[config.mk]
export PLATFORM = sky130hd
export DESIGN_NAME = boid_decoder
export DESIGN_NICKNAME = d
export VERILOG_FILES = /design/src/design/boid_alu.v /design/src/design/boid_decoder.v
export VERILOG_INCLUDE_DIRS = /design/src /design/src/design
export SDC_FILE = /design/constraint.sdc
export NUM_CORES = 1
export LEC_CHECK = 0
export BUFFER_PORTS_ARGS = -buffer_cell sky130_fd_sc_hd__buf_2
export CORE_ASPECT_RATIO = 0.7
export CORE_UTILIZATION = 63
export CTS_CLUSTER_DIAMETER = 30
export DETAILED_ROUTE_END_ITERATION = 7
export PLACE_DENSITY = 0.87
export SLEW_MARGIN = 30
export SYNTH_ARGS = -nofsm -noshare
export SYNTH_HDL_FRONTEND = slang
export SYNTH_SLANG_ARGS = --single-unit
[constraint.sdc]
create_clock -name ref_clk_i -period 10.75 [get_ports ref_clk_i]
set_clock_uncertainty 0.05 [all_clocks]
set_input_delay 0.5375 -clock ref_clk_i [delete_from_list [all_inputs] [get_ports ref_clk_i]]
set_output_delay 0.5375 -clock ref_clk_i [all_outputs]
set_load 0.005 [all_outputs]
[src/design/boid_map.vh]
// Constants for the byte-op instruction decoder
// Summary of operation
// - Each instruction is one 14-bit word: opcode part plus operand fields.
// - Destination bit zero sends result to accumulator, one writes it back to register.
// - File address operand is 7 bits, reaching registers 0x00 to 0x7F.
// - Bit select operand picks one bit of the addressed 8-bit register.
// - Literal and control words carry an 8-bit or 11-bit constant.
// - One instruction cycle spans four oscillator periods.
// - One cycle normally; taken skip or program counter change adds a NOP cycle.
// - Every file-register instruction reads the register first, even pure writes like clear.
// - Don't-care opcode bits are ignored; decode is identical for zero or one.
// - OR of accumulator and register: opcode 00 0100, honours destination, zero flag only.
// - XOR of accumulator and register: opcode 00 0110, honours destination, zero flag only.
// - Decrement/increment-and-skip: 00 1011 and 00 1111, skip on zero result, no flags.
// - Rotate left through carry: opcode 00 1101, carry as ninth bit, carry only.
// - Rotate right through carry: opcode 00 1100, carry as ninth bit, carry only.
`ifndef BOID_MAP_VH
`define BOID_MAP_VH

`define BOID_INSTR_W      14
`define BOID_DATA_W       8
`define BOID_ADDR_W       7
`define BOID_LIT_W        11
`define BOID_Q_PER_CYCLE  4
`define BOID_OSC_PERIOD_NS 100
`define BOID_CYCLE_NS     (`BOID_Q_PER_CYCLE * `BOID_OSC_PERIOD_NS)

// Quarter phases within one instruction cycle
`define BOID_PH_Q1        2'h0
`define BOID_PH_Q2        2'h1
`define BOID_PH_Q3        2'h2
`define BOID_PH_Q4        2'h3

// Field positions
`define BOID_CLASS_MSB    13
`define BOID_CLASS_LSB    12
`define BOID_OP_MSB       11
`define BOID_OP_LSB       8
`define BOID_DEST_BIT     7
`define BOID_BIT_MSB      9
`define BOID_BIT_LSB      7

// Instruction classes
`define BOID_CLS_BYTE     2'h0
`define BOID_CLS_BIT      2'h1
`define BOID_CLS_CTRL     2'h2
`define BOID_CLS_LIT      2'h3

// Byte-oriented operation codes, also the arithmetic unit selects
`define BOID_OP_STORE_ACC 4'h0
`define BOID_OP_CLEAR     4'h1
`define BOID_OP_SUB       4'h2
`define BOID_OP_DEC       4'h3
`define BOID_OP_OR        4'h4
`define BOID_OP_AND       4'h5
`define BOID_OP_XOR       4'h6
`define BOID_OP_ADD       4'h7
`define BOID_OP_MOVE      4'h8
`define BOID_OP_COMP      4'h9
`define BOID_OP_INC       4'hA
`define BOID_OP_DEC_SKIP  4'hB
`define BOID_OP_ROT_RIGHT 4'hC
`define BOID_OP_ROT_LEFT  4'hD
`define BOID_OP_SWAP      4'hE
`define BOID_OP_INC_SKIP  4'hF

// Return and return-from-interrupt share bits [11:1]
`define BOID_RET_PATTERN  11'h004
`define BOID_NOP_WORD     14'h0000

`endif

[src/design/boid_alu.v]
// Arithmetic and logic unit for the byte-op decoder
`timescale 1ns/100ps
`default_nettype none
`include "boid_map.vh"

module boid_alu #(
  parameter DATA_W = `BOID_DATA_W
) (
  input  wire [3:0]        op_i,
  input  wire [DATA_W-1:0] acc_i,
  input  wire [DATA_W-1:0] opnd_i,
  input  wire              carry_i,
  output reg  [DATA_W-1:0] result_o,
  output reg               carry_o,
  output reg               digit_carry_o,
  output wire              zero_o
);

  wire [DATA_W:0] add_full;
  wire [DATA_W:0] sub_full;
  wire [4:0]      add_nib;
  wire [4:0]      sub_nib;

  assign add_full = {1'b0, opnd_i} + {1'b0, acc_i};
  // Carry set means no borrow
  assign sub_full = {1'b0, opnd_i} + {1'b0, ~acc_i} + {{DATA_W{1'b0}}, 1'b1};
  assign add_nib  = {1'b0, opnd_i[3:0]} + {1'b0, acc_i[3:0]};
  assign sub_nib  = {1'b0, opnd_i[3:0]} + {1'b0, ~acc_i[3:0]} + 5'h01;
  assign zero_o   = (result_o == {DATA_W{1'b0}});

  always @* begin
    result_o      = opnd_i;
    carry_o       = carry_i;
    digit_carry_o = 1'b0;
    case (op_i)
      `BOID_OP_STORE_ACC: result_o = acc_i;
      `BOID_OP_CLEAR:     result_o = {DATA_W{1'b0}};
      `BOID_OP_SUB: begin
        result_o      = sub_full[DATA_W-1:0];
        carry_o       = sub_full[DATA_W];
        digit_carry_o = sub_nib[4];
      end
      `BOID_OP_ADD: begin
        result_o      = add_full[DATA_W-1:0];
        carry_o       = add_full[DATA_W];
        digit_carry_o = add_nib[4];
      end
      `BOID_OP_DEC, `BOID_OP_DEC_SKIP: result_o = opnd_i - {{(DATA_W-1){1'b0}}, 1'b1};
      `BOID_OP_INC, `BOID_OP_INC_SKIP: result_o = opnd_i + {{(DATA_W-1){1'b0}}, 1'b1};
      `BOID_OP_OR:        result_o = opnd_i | acc_i;
      `BOID_OP_AND:       result_o = opnd_i & acc_i;
      `BOID_OP_XOR:       result_o = opnd_i ^ acc_i;
      `BOID_OP_COMP:      result_o = ~opnd_i;
      `BOID_OP_ROT_RIGHT: begin
        result_o = {carry_i, opnd_i[DATA_W-1:1]};
        carry_o  = opnd_i[0];
      end
      `BOID_OP_ROT_LEFT: begin
        result_o = {opnd_i[DATA_W-2:0], carry_i};
        carry_o  = opnd_i[DATA_W-1];
      end
      `BOID_OP_SWAP:      result_o = {opnd_i[3:0], opnd_i[DATA_W-1:4]};
      default:            result_o = opnd_i;
    endcase
  end

endmodule // boid_alu
`default_nettype wire

[src/design/boid_decoder.v]
// Instruction decoder and four-phase sequencer for the 8-bit core
`timescale 1ns/100ps
`default_nettype none
`include "boid_map.vh"

module boid_decoder #(
  parameter INSTR_W = `BOID_INSTR_W,
  parameter DATA_W  = `BOID_DATA_W,
  parameter ADDR_W  = `BOID_ADDR_W,
  parameter LIT_W   = `BOID_LIT_W
) (
  input  wire               ref_clk_i,
  input  wire               resetn_i,
  input  wire [INSTR_W-1:0] instr_i,
  input  wire [DATA_W-1:0]  reg_rdata_i,
  output wire [1:0]         q_phase_o,
  output wire               nop_cycle_o,
  output wire [ADDR_W-1:0]  reg_addr_o,
  output wire               reg_rd_o,
  output wire               reg_wr_o,
  output wire [DATA_W-1:0]  reg_wdata_o,
  output wire [DATA_W-1:0]  acc_o,
  output wire               carry_o,
  output wire               digit_carry_o,
  output wire               zero_o,
  output wire               pc_step_o,
  output wire               pc_load_o,
  output wire               pc_push_o,
  output wire               pc_pop_o,
  output wire [LIT_W-1:0]   pc_target_o
);

  reg [1:0]         phase_reg;
  reg [INSTR_W-1:0] ir_reg;
  reg               nopc_reg;
  reg               rd_reg;
  reg               wr_reg;
  reg [ADDR_W-1:0]  addr_reg;
  reg [DATA_W-1:0]  wdata_reg;
  reg [DATA_W-1:0]  acc_reg;
  reg               c_reg;
  reg               dc_reg;
  reg               z_reg;
  reg               step_reg;
  reg               load_reg;
  reg               push_reg;
  reg               pop_reg;
  reg [LIT_W-1:0]   target_reg;

  // Field split of the held word
  wire [1:0]        cls   = ir_reg[`BOID_CLASS_MSB:`BOID_CLASS_LSB];
  wire [3:0]        bop   = ir_reg[`BOID_OP_MSB:`BOID_OP_LSB];
  wire              dsel  = ir_reg[`BOID_DEST_BIT];
  wire [ADDR_W-1:0] fadr  = ir_reg[ADDR_W-1:0];
  wire [2:0]        bsel  = ir_reg[`BOID_BIT_MSB:`BOID_BIT_LSB];
  wire [DATA_W-1:0] k8    = ir_reg[DATA_W-1:0];
  wire [LIT_W-1:0]  k11   = ir_reg[LIT_W-1:0];

  wire is_byte = (cls == `BOID_CLS_BYTE);
  wire is_bit  = (cls == `BOID_CLS_BIT);
  wire is_ctrl = (cls == `BOID_CLS_CTRL);
  wire is_lit  = (cls == `BOID_CLS_LIT);

  // Store and clear only name a register when bit 7 is set
  wire low_pair  = (bop == `BOID_OP_STORE_ACC) || (bop == `BOID_OP_CLEAR);
  wire byte_file = is_byte && (!low_pair || dsel);
  wire uses_file = byte_file || is_bit;
  // Bits 6:5 of the idle word and 6:0 of accumulator clear reach the address register, which is not read, and the return compare, which fails either way
  wire is_ret    = is_byte && (ir_reg[`BOID_OP_MSB:1] == `BOID_RET_PATTERN);
  wire is_retlw  = is_lit && (ir_reg[11:10] == 2'h1);

  // Literal operations reuse the byte unit codes
  reg  [3:0] lit_op;
  reg        lit_ok;
  always @* begin
    lit_ok = 1'b1;
    lit_op = `BOID_OP_MOVE;
    // Bits 9:8 of load/return and bit 8 of add/sub are don't-care
    if (ir_reg[11:10] != 2'h2) begin
      if (ir_reg[11:10] == 2'h3) begin
        lit_op = ir_reg[9] ? `BOID_OP_ADD : `BOID_OP_SUB;
      end else begin
        lit_op = `BOID_OP_MOVE;
      end
    end else if (ir_reg[9:8] == 2'h0) begin
      lit_op = `BOID_OP_OR;
    end else if (ir_reg[9:8] == 2'h1) begin
      lit_op = `BOID_OP_AND;
    end else if (ir_reg[9:8] == 2'h2) begin
      lit_op = `BOID_OP_XOR;
    end else begin
      lit_ok = 1'b0;
    end
  end

  wire [3:0]        alu_op  = is_lit ? lit_op : bop;
  wire [DATA_W-1:0] alu_b   = is_lit ? k8 : reg_rdata_i;
  wire [DATA_W-1:0] alu_res;
  wire              alu_c;
  wire              alu_dc;
  wire              alu_z;

  boid_alu #(
    .DATA_W (DATA_W)
  ) u_alu (
    .op_i          (alu_op),
    .acc_i         (acc_reg),
    .opnd_i        (alu_b),
    .carry_i       (c_reg),
    .result_o      (alu_res),
    .carry_o       (alu_c),
    .digit_carry_o (alu_dc),
    .zero_o        (alu_z)
  );

  // Bit-oriented path: one bit of the operand picked by the select field
  wire [DATA_W-1:0] bit_mask = {{(DATA_W-1){1'b0}}, 1'b1} << bsel;
  wire              bit_val  = |(reg_rdata_i & bit_mask);
  wire              bit_wr   = is_bit && !ir_reg[11];
  wire [DATA_W-1:0] bit_res  = ir_reg[10] ? (reg_rdata_i | bit_mask) : (reg_rdata_i & ~bit_mask);

  // Destination and flag selection
  wire file_wr = (byte_file && (dsel || low_pair)) || bit_wr;
  wire acc_wr  = (is_byte && !dsel && (bop != `BOID_OP_STORE_ACC)) || (is_lit && lit_ok);
  wire z_upd   = (is_byte && (bop >= `BOID_OP_CLEAR) && (bop <= `BOID_OP_INC) && (dsel || bop != `BOID_OP_STORE_ACC))
                 || (is_lit && lit_ok && ir_reg[11]);
  wire c_upd   = (is_byte && ((bop == `BOID_OP_ADD) || (bop == `BOID_OP_SUB) ||
                  (bop == `BOID_OP_ROT_LEFT) || (bop == `BOID_OP_ROT_RIGHT)))
                 || (is_lit && (ir_reg[11:10] == 2'h3));
  wire dc_upd  = (is_byte && ((bop == `BOID_OP_ADD) || (bop == `BOID_OP_SUB)))
                 || (is_lit && (ir_reg[11:10] == 2'h3));

  wire skip_byte = is_byte && ((bop == `BOID_OP_DEC_SKIP) || (bop == `BOID_OP_INC_SKIP)) && alu_z;
  wire skip_bit  = is_bit && ir_reg[11] && (bit_val == ir_reg[10]);
  wire pc_change = is_ctrl || is_ret || is_retlw;
  wire two_cycle = skip_byte || skip_bit || pc_change;

  always @(posedge ref_clk_i or negedge resetn_i) begin
    if (!resetn_i) begin
      phase_reg  <= `BOID_PH_Q1;
      ir_reg     <= `BOID_NOP_WORD;
      nopc_reg   <= 1'b0;
      rd_reg     <= 1'b0;
      wr_reg     <= 1'b0;
      addr_reg   <= {ADDR_W{1'b0}};
      wdata_reg  <= {DATA_W{1'b0}};
      acc_reg    <= {DATA_W{1'b0}};
      c_reg      <= 1'b0;
      dc_reg     <= 1'b0;
      z_reg      <= 1'b0;
      step_reg   <= 1'b0;
      load_reg   <= 1'b0;
      push_reg   <= 1'b0;
      pop_reg    <= 1'b0;
      target_reg <= {LIT_W{1'b0}};
    end else begin
      // Four oscillator periods make one instruction cycle
      phase_reg <= phase_reg + 2'h1;
      case (phase_reg)
        `BOID_PH_Q1: begin
          ir_reg   <= instr_i;
          wr_reg   <= 1'b0;
          step_reg <= 1'b0;
          load_reg <= 1'b0;
          push_reg <= 1'b0;
          pop_reg  <= 1'b0;
        end
        `BOID_PH_Q2: begin
          // Pure writes read too; nothing is read in a forced NOP cycle
          rd_reg   <= uses_file && !nopc_reg;
          addr_reg <= fadr;
        end
        `BOID_PH_Q3: begin
          rd_reg <= 1'b0;
        end
        default: begin
          // Data from the read arrives in this phase; all effects commit at its end
          if (nopc_reg) begin
            nopc_reg <= 1'b0;
            step_reg <= 1'b1;
          end else begin
            nopc_reg <= two_cycle;
            if (file_wr) begin
              wr_reg    <= 1'b1;
              wdata_reg <= bit_wr ? bit_res : alu_res;
            end
            if (acc_wr) begin
              acc_reg <= alu_res;
            end
            if (z_upd) begin
              z_reg <= alu_z;
            end
            if (c_upd) begin
              c_reg <= alu_c;
            end
            if (dc_upd) begin
              dc_reg <= alu_dc;
            end
            if (is_ctrl) begin
              load_reg   <= 1'b1;
              push_reg   <= !ir_reg[11];
              target_reg <= k11;
            end else if (is_ret || is_retlw) begin
              pop_reg <= 1'b1;
            end else begin
              step_reg <= 1'b1;
            end
          end
        end
      endcase
    end
  end

  assign q_phase_o     = phase_reg;
  assign nop_cycle_o   = nopc_reg;
  assign reg_addr_o    = addr_reg;
  assign reg_rd_o      = rd_reg;
  assign reg_wr_o      = wr_reg;
  assign reg_wdata_o   = wdata_reg;
  assign acc_o         = acc_reg;
  assign carry_o       = c_reg;
  assign digit_carry_o = dc_reg;
  assign zero_o        = z_reg;
  assign pc_step_o     = step_reg;
  assign pc_load_o     = load_reg;
  assign pc_push_o     = push_reg;
  assign pc_pop_o      = pop_reg;
  assign pc_target_o   = target_reg;

endmodule // boid_decoder
`default_nettype wire

==> flow_metrics.py, run 1 <==
metrics = {
    "run_status": {
        "status": "finished, final reports clean",
    },
    "yosys": {
        "syn_area_per_cell_um2": 8.67,
        "synth_compound_area_share_pct": 19.5,
        "yosysTopAreaCell": "dfrtp_1",
        "synth_nets": 636,
        "ys.flop_type": "dfrtp_1",
        "synth_top_family_by_area": "compound AO/OA/AOI/OAI gates",
        "synth.area.mux_share_pct": 13.8,
        "synth_xor_area_share_pct": 3.01,
        "synthCells": 571,
        "synth_seq_cells": 60,
        "synth_cell_type_count": 72,
        "async_flop_share_pct": 100,
        "synth-adder-area-share_pct": 11.2,
        "synth-simple-area-share_pct": 16.6,
        "ys_warn_count": 0,
        "yosysSeqAreaShare_pct": 30.3,
        "synth_edf_count": 0,
        "synth_area_leaders": "dfrtp_1 (30%), ha_1 (9.6%), mux2_2 (9.1%)",
        "syn_area_mm2": 0.00495,
        "yosysTopAreaCellShare_pct": 30.3,
    },
    "cells_and_area": {
        "fin_area_mm2": 0.00555,
        "multi_input_area_mm2": 0.00318,
        "nets": 689,
        "final.fill_count": 567,
        "largest_reg_flops": 14,
        "utilization_pct": 74.5,
        "n_antenna_cell": 0,
        "drive_above_1_share_pct": 22.6,
        "area_growth_pct": 12.1,
        "regArea_mm2": 0.00150,
        "final_common_cell": "buf_2",
        "final_cell_mix": "buf_2 (69), nor2_1 (60), dfrtp_1 (60)",
    },
    "power_and_ir_drop": {
        "leakage_nw": 2.57,
        "p_per_area_mw_per_mm2": 172,
        "ir_worst_vdd_mv": 0.128,
    },
    "grt": {
        "antenna_found_initial": 0,
        "grt_pass1_vias": 4675,
        "grt_overflow": 0,
        "grt_max_degree": 61,
        "grt_pass1_wl_um": 24000,
        "grt_use_total_pct": 38.2,
    },
    "min_path": {
        "hold_class": "in -> async",
    },
    "setup_path": {
        "cp.arrival_ns": 5.19,
        "worst-setup-path-type": "reg -> reg",
        "start_kind": "flop",
        "r2r_setup_slack_ns": 5.75,
        "cp_max_fo": 17,
        "timing.rr.end": "zero_o",
        "r2r_start": "ir_reg[13]",
        "cp.required_ns": 10.94,
        "r2r_cells": 14,
        "end_kind": "flop",
    },
    "routing": {
        "drc": 0,
        "wl_per_cell_um": 20.6,
        "viasPerCell": 6.65,
        "drtAntennaViolNets": 0,
        "via_count": 4830,
        "drt_iter0_drc": 698,
        "wl_um": 15000,
        "drt-pass1-iter-count": 6,
    },
    "timing": {
        "hold_violations": 0,
        "fin_crit_sh_pct": 46.5,
        "worstMarginPinSlew_ns": 0.869,
        "slew_viol_final": 0,
        "setup_viol": 0,
        "tns_ns": 0,
        "clock.fmax_ghz": 0.200,
        "rsz0062_at_grt": "no",
        "whs_ns": 0.268,
        "relSlewSlack_pct": 42.0,
        "period_minus_slack_ns": 5.00,
    },
    "clock_network": {
        "post_cts_buffers": 0,
        "cts_root_buf": "clkbuf_8",
        "cts_buffers": 9,
        "ctsHoldBuffers": 0,
        "cts.sinks": 60,
        "htree_num_levels": 3,
        "clk_latency_ns": 0.35,
        "cts.clk_slew.worst_paths_ns": 0.08,
        "cts_buffer_depth": 2,
        "cts.repair.resized": 0,
        "tritoncts": "yes",
    },
    "die": {
        "die_h_um": 76.2,
        "start_util_pct": 66.5,
        "ios": 70,
        "fp-row-count": 26,
        "core_mm2": 0.00745,
        "die_x_um": 108,
        "dieArea_mm2": 0.00822,
    },
    "placement": {
        "dp_hpwl_um": 10700,
        "port_buffers": 69,
        "place_area_mm2": 0.00530,
        "globalplace.congestion": 1.02,
    },
    "job": {
        "maxCapViolations": 0,
    },
}
[cells in the mapped netlist (all sizes together), types with 9 or more instances]
| cell | count |
|---|---|
| xnor2 | 10 |
| dfrtp | 60 |
| mux2 | 40 |
| nor2 | 61 |
| inv | 30 |
| a21oi | 47 |
| o22ai | 9 |
| buf | 17 |
| nor2b | 15 |
| mux2i | 23 |
| nor3 | 14 |
| nand2 | 47 |
| clkbuf | 16 |
| o21ai | 39 |
| a22oi | 9 |
| ha | 38 |
[worst max-delay path, stage by stage, from the launching register on]
cell and delay [ns]:
dfrtp_1 0.63, nand2_2 0.36, mux2i_1 0.59, inv_2 0.14, ha_1 0.28, fa_1 0.42
a21o_1 0.18, a21oi_1 0.27, xnor2_1 0.17, o22ai_1 0.10, o41a_1 0.46, or2_0 0.23
nand4bb_1 0.19, or4_1 0.49, o41ai_2 0.34
[routing by layer]
| metal | vias up | global-route usage, % | share of wire (%) |
|---|---|---|---|
| met5 | - | 0 | 0 |
| li1 | 2141 | - | - |
| met3 | 58 | 11.9 | 12 |
| met1 | 2308 | 52.7 | 42 |
| met4 | 0 | 12.7 | 3.0 |
| met2 | 323 | 56.5 | 43 |
[layout make-up]
cell class,count,share of cell area (%)
Clock buffer,11,2.55
Tap cell,98,2.21
Inverter,30,2.03
Timing Repair Buffer,75,7.03
Sequential cell,60,27.1
Clock inverter,4,1.76
Multi-Input combinational cell,448,57.4
[metrics by stage]
step                instances  power, mW  worst slack (ns)
CTS                       726      0.947              5.89
detailed placement        711      0.695              5.90
finish                    726      0.956              5.75
floorplan                 571      0.570              6.74
global route              726       1.01              5.55
global placement          711      0.681              6.16
[how the worst max path moves through the flow]
stage,startpoint,endpoint,slack (ns)
2_1_floorplan,ir_reg[9],zero_o,6.74
3_3_place_gp,ir_reg[12],zero_o,6.16
3_5_place_dp,ir_reg[13],zero_o,5.90
4_1_cts,ir_reg[13],zero_o,5.89
5_1_grt,ir_reg[12],zero_o,5.55
6_report,ir_reg[13],zero_o,5.75
[power breakdown]
part           total [mW]  switching, mW  internal, mW
Clock               0.251         0.0914         0.159
Combinational       0.400          0.225         0.176
Sequential          0.305         0.0423         0.263
Total               0.956          0.359         0.597
[cells by family (layout without fill, tap and decap cells)]
| logic type | after synthesis | count (layout) |
|---|---|---|
| and+or+nand+nor | 174 | 174 |
| AOI/OAI and AO/OA | 151 | 151 |
| muxes | 63 | 63 |
| buffers and inverters | 63 | 120 |
| DFF | 60 | 60 |
| adders and majority gates | 43 | 43 |
| xor gates and xnor gates | 17 | 17 |
Power figures use the tool's default switching activity.
==> inputs of run 2 (changes only) <==
- ABC_AREA: default -> 1
- CORE_UTILIZATION: 63 -> 59
- PLACE_DENSITY: 0.87 -> 0.81
- clock period: 10.75 -> 4.7 ns (I/O delays scaled with it)
==> run 2 against run 1 <==
  * The run now ends with negative hold slack left
  * Synthesized area up 9.2%
  * Non-clock buffer count down 5
  * Sequential share of layout area down 2.6 points
  * Cell area up 11%
  * Critical path depth up 8
  * Global-route usage down 0.16 points
  * Die area up 16%
==> flow_metrics.py, run 2 <==
metrics = {
    "cells_and_area": {
        "nets": 905,
        "final_cell_mix": "nand2_1 (196), inv_1 (90), nor2_1 (82)",
        "n_antenna_cell": 0,
        "largest_reg_flops": 14,
        "final_cells": 965,
        "final.fill_count": 714,
        "final_common_cell": "nand2_1",
        "area_growth_pct": 13.6,
        "drive_above_1_share_pct": 20.1,
    },
    "power_and_ir_drop": {
        "p_per_area_mw_per_mm2": 388,
        "leakage_nw": 3.10,
        "ir_worst_vdd_mv": 0.243,
    },
    "grt": {
        "grt_use_total_pct": 38.0,
        "grt_overflow": 0,
        "grt_pass1_vias": 5017,
        "grt_pass1_wl_um": 27000,
        "antenna_found_initial": 0,
        "grt_max_degree": 61,
    },
    "yosys": {
        "synth_area_leaders": "dfrtp_1 (28%), nand2_1 (14%), ha_1 (8.8%)",
        "ys_warn_count": 0,
        "yosysSeqAreaShare_pct": 27.8,
        "syn_area_per_cell_um2": 6.99,
        "synth_cell_type_count": 50,
        "yosysTopAreaCellShare_pct": 27.8,
        "synth_seq_cells": 60,
        "ys.flop_type": "dfrtp_1",
        "synth_common_cells": "nand2_1 (196), inv_1 (90), nor2_1 (83), dfrtp_1 (60), o21ai_0 (54)",
        "syn_area_mm2": 0.00541,
        "synth.most_common_cell": "nand2_1",
        "yosysTopAreaCell": "dfrtp_1",
        "async_flop_share_pct": 100,
        "synth_edf_count": 0,
        "synth_nets": 839,
        "synthCells": 774,
    },
    "timing": {
        "relSlewSlack_pct": 44.6,
        "clock.fmax_ghz": 0.255,
        "fin_crit_sh_pct": 83.3,
        "rsz0062_at_grt": "no",
        "worstMarginPinSlew_ns": 0.831,
        "hold_violations": 4,
        "fin_ws_ns": 0.785,
        "setup_viol": 0,
        "slew_viol_final": 0,
        "whs_ns": -0.00253,
        "tns_ns": 0,
        "period_minus_slack_ns": 3.91,
    },
    "setup_path": {
        "cp_slowest_cell": "dfrtp_1",
        "start_kind": "flop",
        "cp_common_cell": "nand2_1",
        "max_stage_delay_ns": 0.45,
        "worst-setup-path-type": "reg -> reg",
        "cp.arrival_ns": 4.14,
        "cp_max_fo": 21,
        "path_cells": "nand2_4, inv_4, nand2_1, nand3_4, nor2_4, nand2_4, nand2_1, inv_1, ha_1, inv_1, o21ai_0, xor2_1, inv_1, nand2_1, nand2_1, nor2_2, nand4_2, nor2_1, nand4_1, nand2_1, nand2_1, nand2_1",
        "cp.required_ns": 4.92,
        "end_kind": "flop",
    },
    "die": {
        "die_h_um": 82.1,
        "die_x_um": 116,
        "core_mm2": 0.00865,
        "ios": 70,
        "dieArea_mm2": 0.00956,
        "start_util_pct": 62.5,
        "fp-row-count": 28,
    },
    "placement": {
        "dp_hpwl_um": 13500,
        "globalplace.congestion": 1.00,
        "place_inst": 949,
        "port_buffers": 69,
        "dp_slack_ns": 0.912,
    },
    "clock_network": {
        "cts_buffers": 9,
        "clk_latency_ns": 0.33,
        "cts_root_buf": "clkbuf_16",
        "cts.repair.resized": 0,
        "post_cts_buffers": 0,
        "cts_buffer_depth": 2,
        "cts.sinks": 60,
        "tritoncts": "yes",
        "cts.clk_slew.worst_paths_ns": 0.06,
        "ctsHoldBuffers": 0,
        "htree_num_levels": 3,
    },
    "routing": {
        "drt-pass1-iter-count": 6,
        "viasPerCell": 5.95,
        "drt_iter0_drc": 796,
        "wl_um": 17200,
        "drc": 0,
        "wl_per_cell_um": 17.8,
        "via_count": 5743,
        "drtAntennaViolNets": 0,
    },
    "job": {
        "maxCapViolations": 0,
    },
    "min_path": {
        "hold_class": "in -> async",
    },
    "run_status": {
        "status": "complete, but fails checks",
        "violations": "negative hold slack",
    },
}
## run 2: cell count changes after synthesis, sizes merged, moves of 10 or more
cell,delta
mux2,-40
nand3,+51
nand2,+168
mux2i,-23
nor2b,-15
nor2,+44
inv,+74
nand4,+16
buf,-10
o21ai,+25
## run 2: kinds of logic (layout without fill, tap and decap cells)
| kind of cell | after synthesis | count (layout) | synth area share, % |
|---|---|---|---|
| AOI/OAI and AO/OA | 136 | 136 | 15.3 |
| xor gates and xnor gates | 6 | 6 | 0.972 |
| adders and majority gates | 41 | 41 | 9.90 |
| buffers and inverters | 121 | 192 | 9.32 |
| DFF | 60 | 60 | 27.8 |
| and+or+nand+nor | 410 | 410 | 36.7 |
## run 2: power by group
| group | switching [mW] | leakage [nW] | total, mW | internal (mW) |
|---|---|---|---|---|
| Combinational | 0.635 | 2.22 | 0.975 | 0.340 |
| Sequential | 0.0867 | 0.726 | 0.687 | 0.600 |
| Clock | 0.256 | 0.160 | 0.724 | 0.467 |
## run 2: final timing paths
check                           startpoint             end  slack [ns]  depth (start not counted)
worst max-delay path            ir_reg[12]     nop_cycle_o        0.79                         22
worst min-delay path              resetn_i       pc_push_o      -0.003                          2
worst max register to register  ir_reg[12]     nop_cycle_o        0.79                         22
worst min register to register    pc_pop_o        pc_pop_o        0.43                          2
max in group asynchronous         resetn_i  reg_wdata_o[3]        4.10                          2
min in group ref_clk_i          instr_i[6]       ir_reg[6]        0.06                          3
## run 2: worst max-delay path: cells and delay by family (launching register included)
| kind | cells | cell delay [ns] |
|---|---|---|
| buf+inv | 4 | 0.41 |
| compound gates | 1 | 0.22 |
| simple gates | 15 | 2.11 |
| flops | 1 | 0.45 |
| xor+xnor | 1 | 0.18 |
| fa+ha+maj | 1 | 0.41 |
## run 2: per-layer routing
layer  up-vias  share of wire, %  global-route usage [%]
li1       2651                 -                       -
met3        23                13                    11.6
met5         -                 0                       0
met4         0               1.2                    7.95
met1      2676                46                    57.1
met2       393                40                    52.5
## run 2: layout make-up
| cell class | count | area (um^2) | share of cell area [%] |
|---|---|---|---|
| multi-input cells | 593 | 3410 | 55.5 |
| inverters | 106 | 404 | 6.58 |
| well taps | 120 | 150 | 2.44 |
| clock buffers | 9 | 225 | 3.67 |
| repair buffers | 70 | 353 | 5.75 |
| flip-flops and latches | 60 | 1500 | 24.4 |
| clock inverters | 7 | 100 | 1.63 |
## run 2: per-stage QoR
step | instance area (um^2) | util, % | power [mW]
after floorplan | 5410 | - | 1.31
after global placement | 5810 | 67.1 | 1.61
after detailed placement | 5810 | 67.2 | 1.62
after CTS | 6140 | 70.9 | 2.35
after global routing | 6140 | 71.0 | 2.52
final | 6140 | 71.0 | 2.39
==> inputs of run 3 (changes only) <==
- clock period: 4.7 -> 3.9 ns (I/O delays scaled with it)
==> run 3 against run 2 <==
  * The flow now finishes without violations
  * Critical path depth is 4 higher
  * Core utilization up 2.6 points
  * Sequential cell count unchanged
  * Highest routed layer unchanged
  * Register-to-register slack worse by 0.55 ns
  * Global-route usage increased by 1.3 points
  * Sequential share of layout area fell by 0.76 points
  * Die area is the same
  * Via count increased by 1.4%
  * Largest cell class unchanged
  * Cell count up 1.7%
  * Cell area up 3.7%
  * Sequential power increased by 20%
==> flow_metrics.py, run 3 (synthesized netlist as in run 2, its figures left out) <==
metrics = {
    "clock_network": {
        "cts_root_buf": "clkbuf_16",
        "cts.clk_slew.worst_paths_ns": 0.06,
        "cts_buffer_depth": 2,
        "htree_num_levels": 3,
        "tritoncts": "yes",
        "clk_latency_ns": 0.34,
        "cts_buffers": 9,
        "cts.sinks": 60,
    },
    "placement": {
        "globalplace.congestion": 0.995,
        "port_buffers": 69,
        "dp_hpwl_um": 13800,
        "place_area_mm2": 0.00586,
        "place_inst": 955,
    },
    "setup_path": {
        "worst-setup-path-type": "reg -> reg",
        "cp.required_ns": 4.12,
        "cp_max_fo": 14,
        "start_kind": "flop",
        "cp_common_cell": "nand2_1",
        "cp_slowest_cell": "dfrtp_2",
        "cp.arrival_ns": 3.88,
        "end_kind": "flop",
        "max_stage_delay_ns": 0.47,
    },
    "cells_and_area": {
        "n_antenna_cell": 0,
        "final.fill_count": 708,
        "multi_input_area_mm2": 0.00349,
        "fin_area_mm2": 0.00637,
        "largest_reg_flops": 14,
        "final_cells": 981,
        "drive_above_1_share_pct": 23.3,
        "regArea_mm2": 0.00151,
        "utilization_pct": 73.6,
        "nets": 921,
        "final_common_cell": "nand2_1",
        "final_cell_mix": "nand2_1 (194), inv_1 (88), nor2_1 (81)",
        "area_growth_pct": 17.8,
    },
    "routing": {
        "wl_per_cell_um": 18.5,
        "drtAntennaViolNets": 0,
        "wl_um": 18200,
        "drt_iter0_drc": 757,
        "viasPerCell": 5.94,
        "drc": 0,
        "drt-pass1-iter-count": 5,
        "via_count": 5824,
    },
    "grt": {
        "grt_use_total_pct": 39.3,
        "antenna_found_initial": 0,
        "grt_overflow": 0,
        "grt_pass1_wl_um": 27500,
        "grt_pass1_vias": 5074,
        "grt_max_degree": 46,
    },
    "die": {
        "ios": 70,
        "die_x_um": 116,
        "die_h_um": 82.1,
        "start_util_pct": 62.5,
        "core_mm2": 0.00865,
        "fp-row-count": 28,
        "dieArea_mm2": 0.00956,
    },
    "power_and_ir_drop": {
        "leakage_nw": 3.17,
        "p_per_area_mw_per_mm2": 456,
        "ir_worst_vdd_mv": 0.547,
    },
    "timing": {
        "worstMarginPinSlew_ns": 1.00,
        "slew_viol_final": 0,
        "setup_viol": 0,
        "whs_ns": 0.0160,
        "hold_violations": 0,
        "tns_ns": 0,
        "period_minus_slack_ns": 3.66,
        "rsz0062_at_grt": "no",
        "relSlewSlack_pct": 33.3,
        "clock.fmax_ghz": 0.273,
        "fin_crit_sh_pct": 94.0,
    },
    "min_path": {
        "hold_class": "in -> reg",
    },
    "job": {
        "maxCapViolations": 0,
    },
    "run_status": {
        "status": "finished, final reports clean",
    },
}
## run 3: critical path, delay by kind of cell, from the launching register on
family / cells / cell delay [ns]
AOI/OAI and AO/OA: 1 / 0.08
adders and majority gates: 1 / 0.29
DFF: 1 / 0.47
and+or+nand+nor: 20 / 2.29
buffers and inverters: 4 / 0.41
## run 3: per-stage QoR
stage	power, mW	setup WS (ns)
finish	2.90	0.236
global route	3.05	0.0352
CTS	2.80	0.0461
detailed placement	1.96	0.162
global placement	1.93	0.301
floorplan	1.57	0.888
## run 3: worst paths after layout
kind                                      from              to  slack [ns]  cells past startpoint
max in group asynchronous             resetn_i      ir_reg[10]        2.60                      3
worst max-delay path                ir_reg[13]     nop_cycle_o        0.24                     26
worst min register to register  pc_target_o[5]  pc_target_o[5]        0.43                      2
worst max register to register      ir_reg[13]     nop_cycle_o        0.24                     26
min in group asynchronous             resetn_i       pc_step_o        0.26                      2
worst min-delay path                instr_i[2]       ir_reg[2]        0.02                      3
## run 3: cell type report
class                   instances  area share [%]
flip-flops and latches         60            23.7
multi-input cells             593            54.8
inverters                     106            6.40
clock inverters                 6            1.12
clock buffers                  10            3.75
repair buffers                 86            7.86
well taps                     120            2.36
## run 3: metal layers
layer  track usage (%)  share of wire [%]  vias up
met5                 0                  0        -
met2              56.1                 41      409
met4              10.3                1.7        0
li1                  -                  -     2689
met1              57.3                 43     2690
met3              11.2                 14       36
## run 3: where the power goes
part	switching (mW)	internal, mW	leakage (nW)
Clock	0.314	0.516	0.145
Combinational	0.796	0.449	2.31
Sequential	0.101	0.724	0.720
## run 3: what timing repair did
item,4_1_cts,5_1_grt
setup buffers,0,9
endpoints found under the setup margin,0,2
hold endpoints to repair,15,0
resized for setup,0,22
hold buffers,1,0
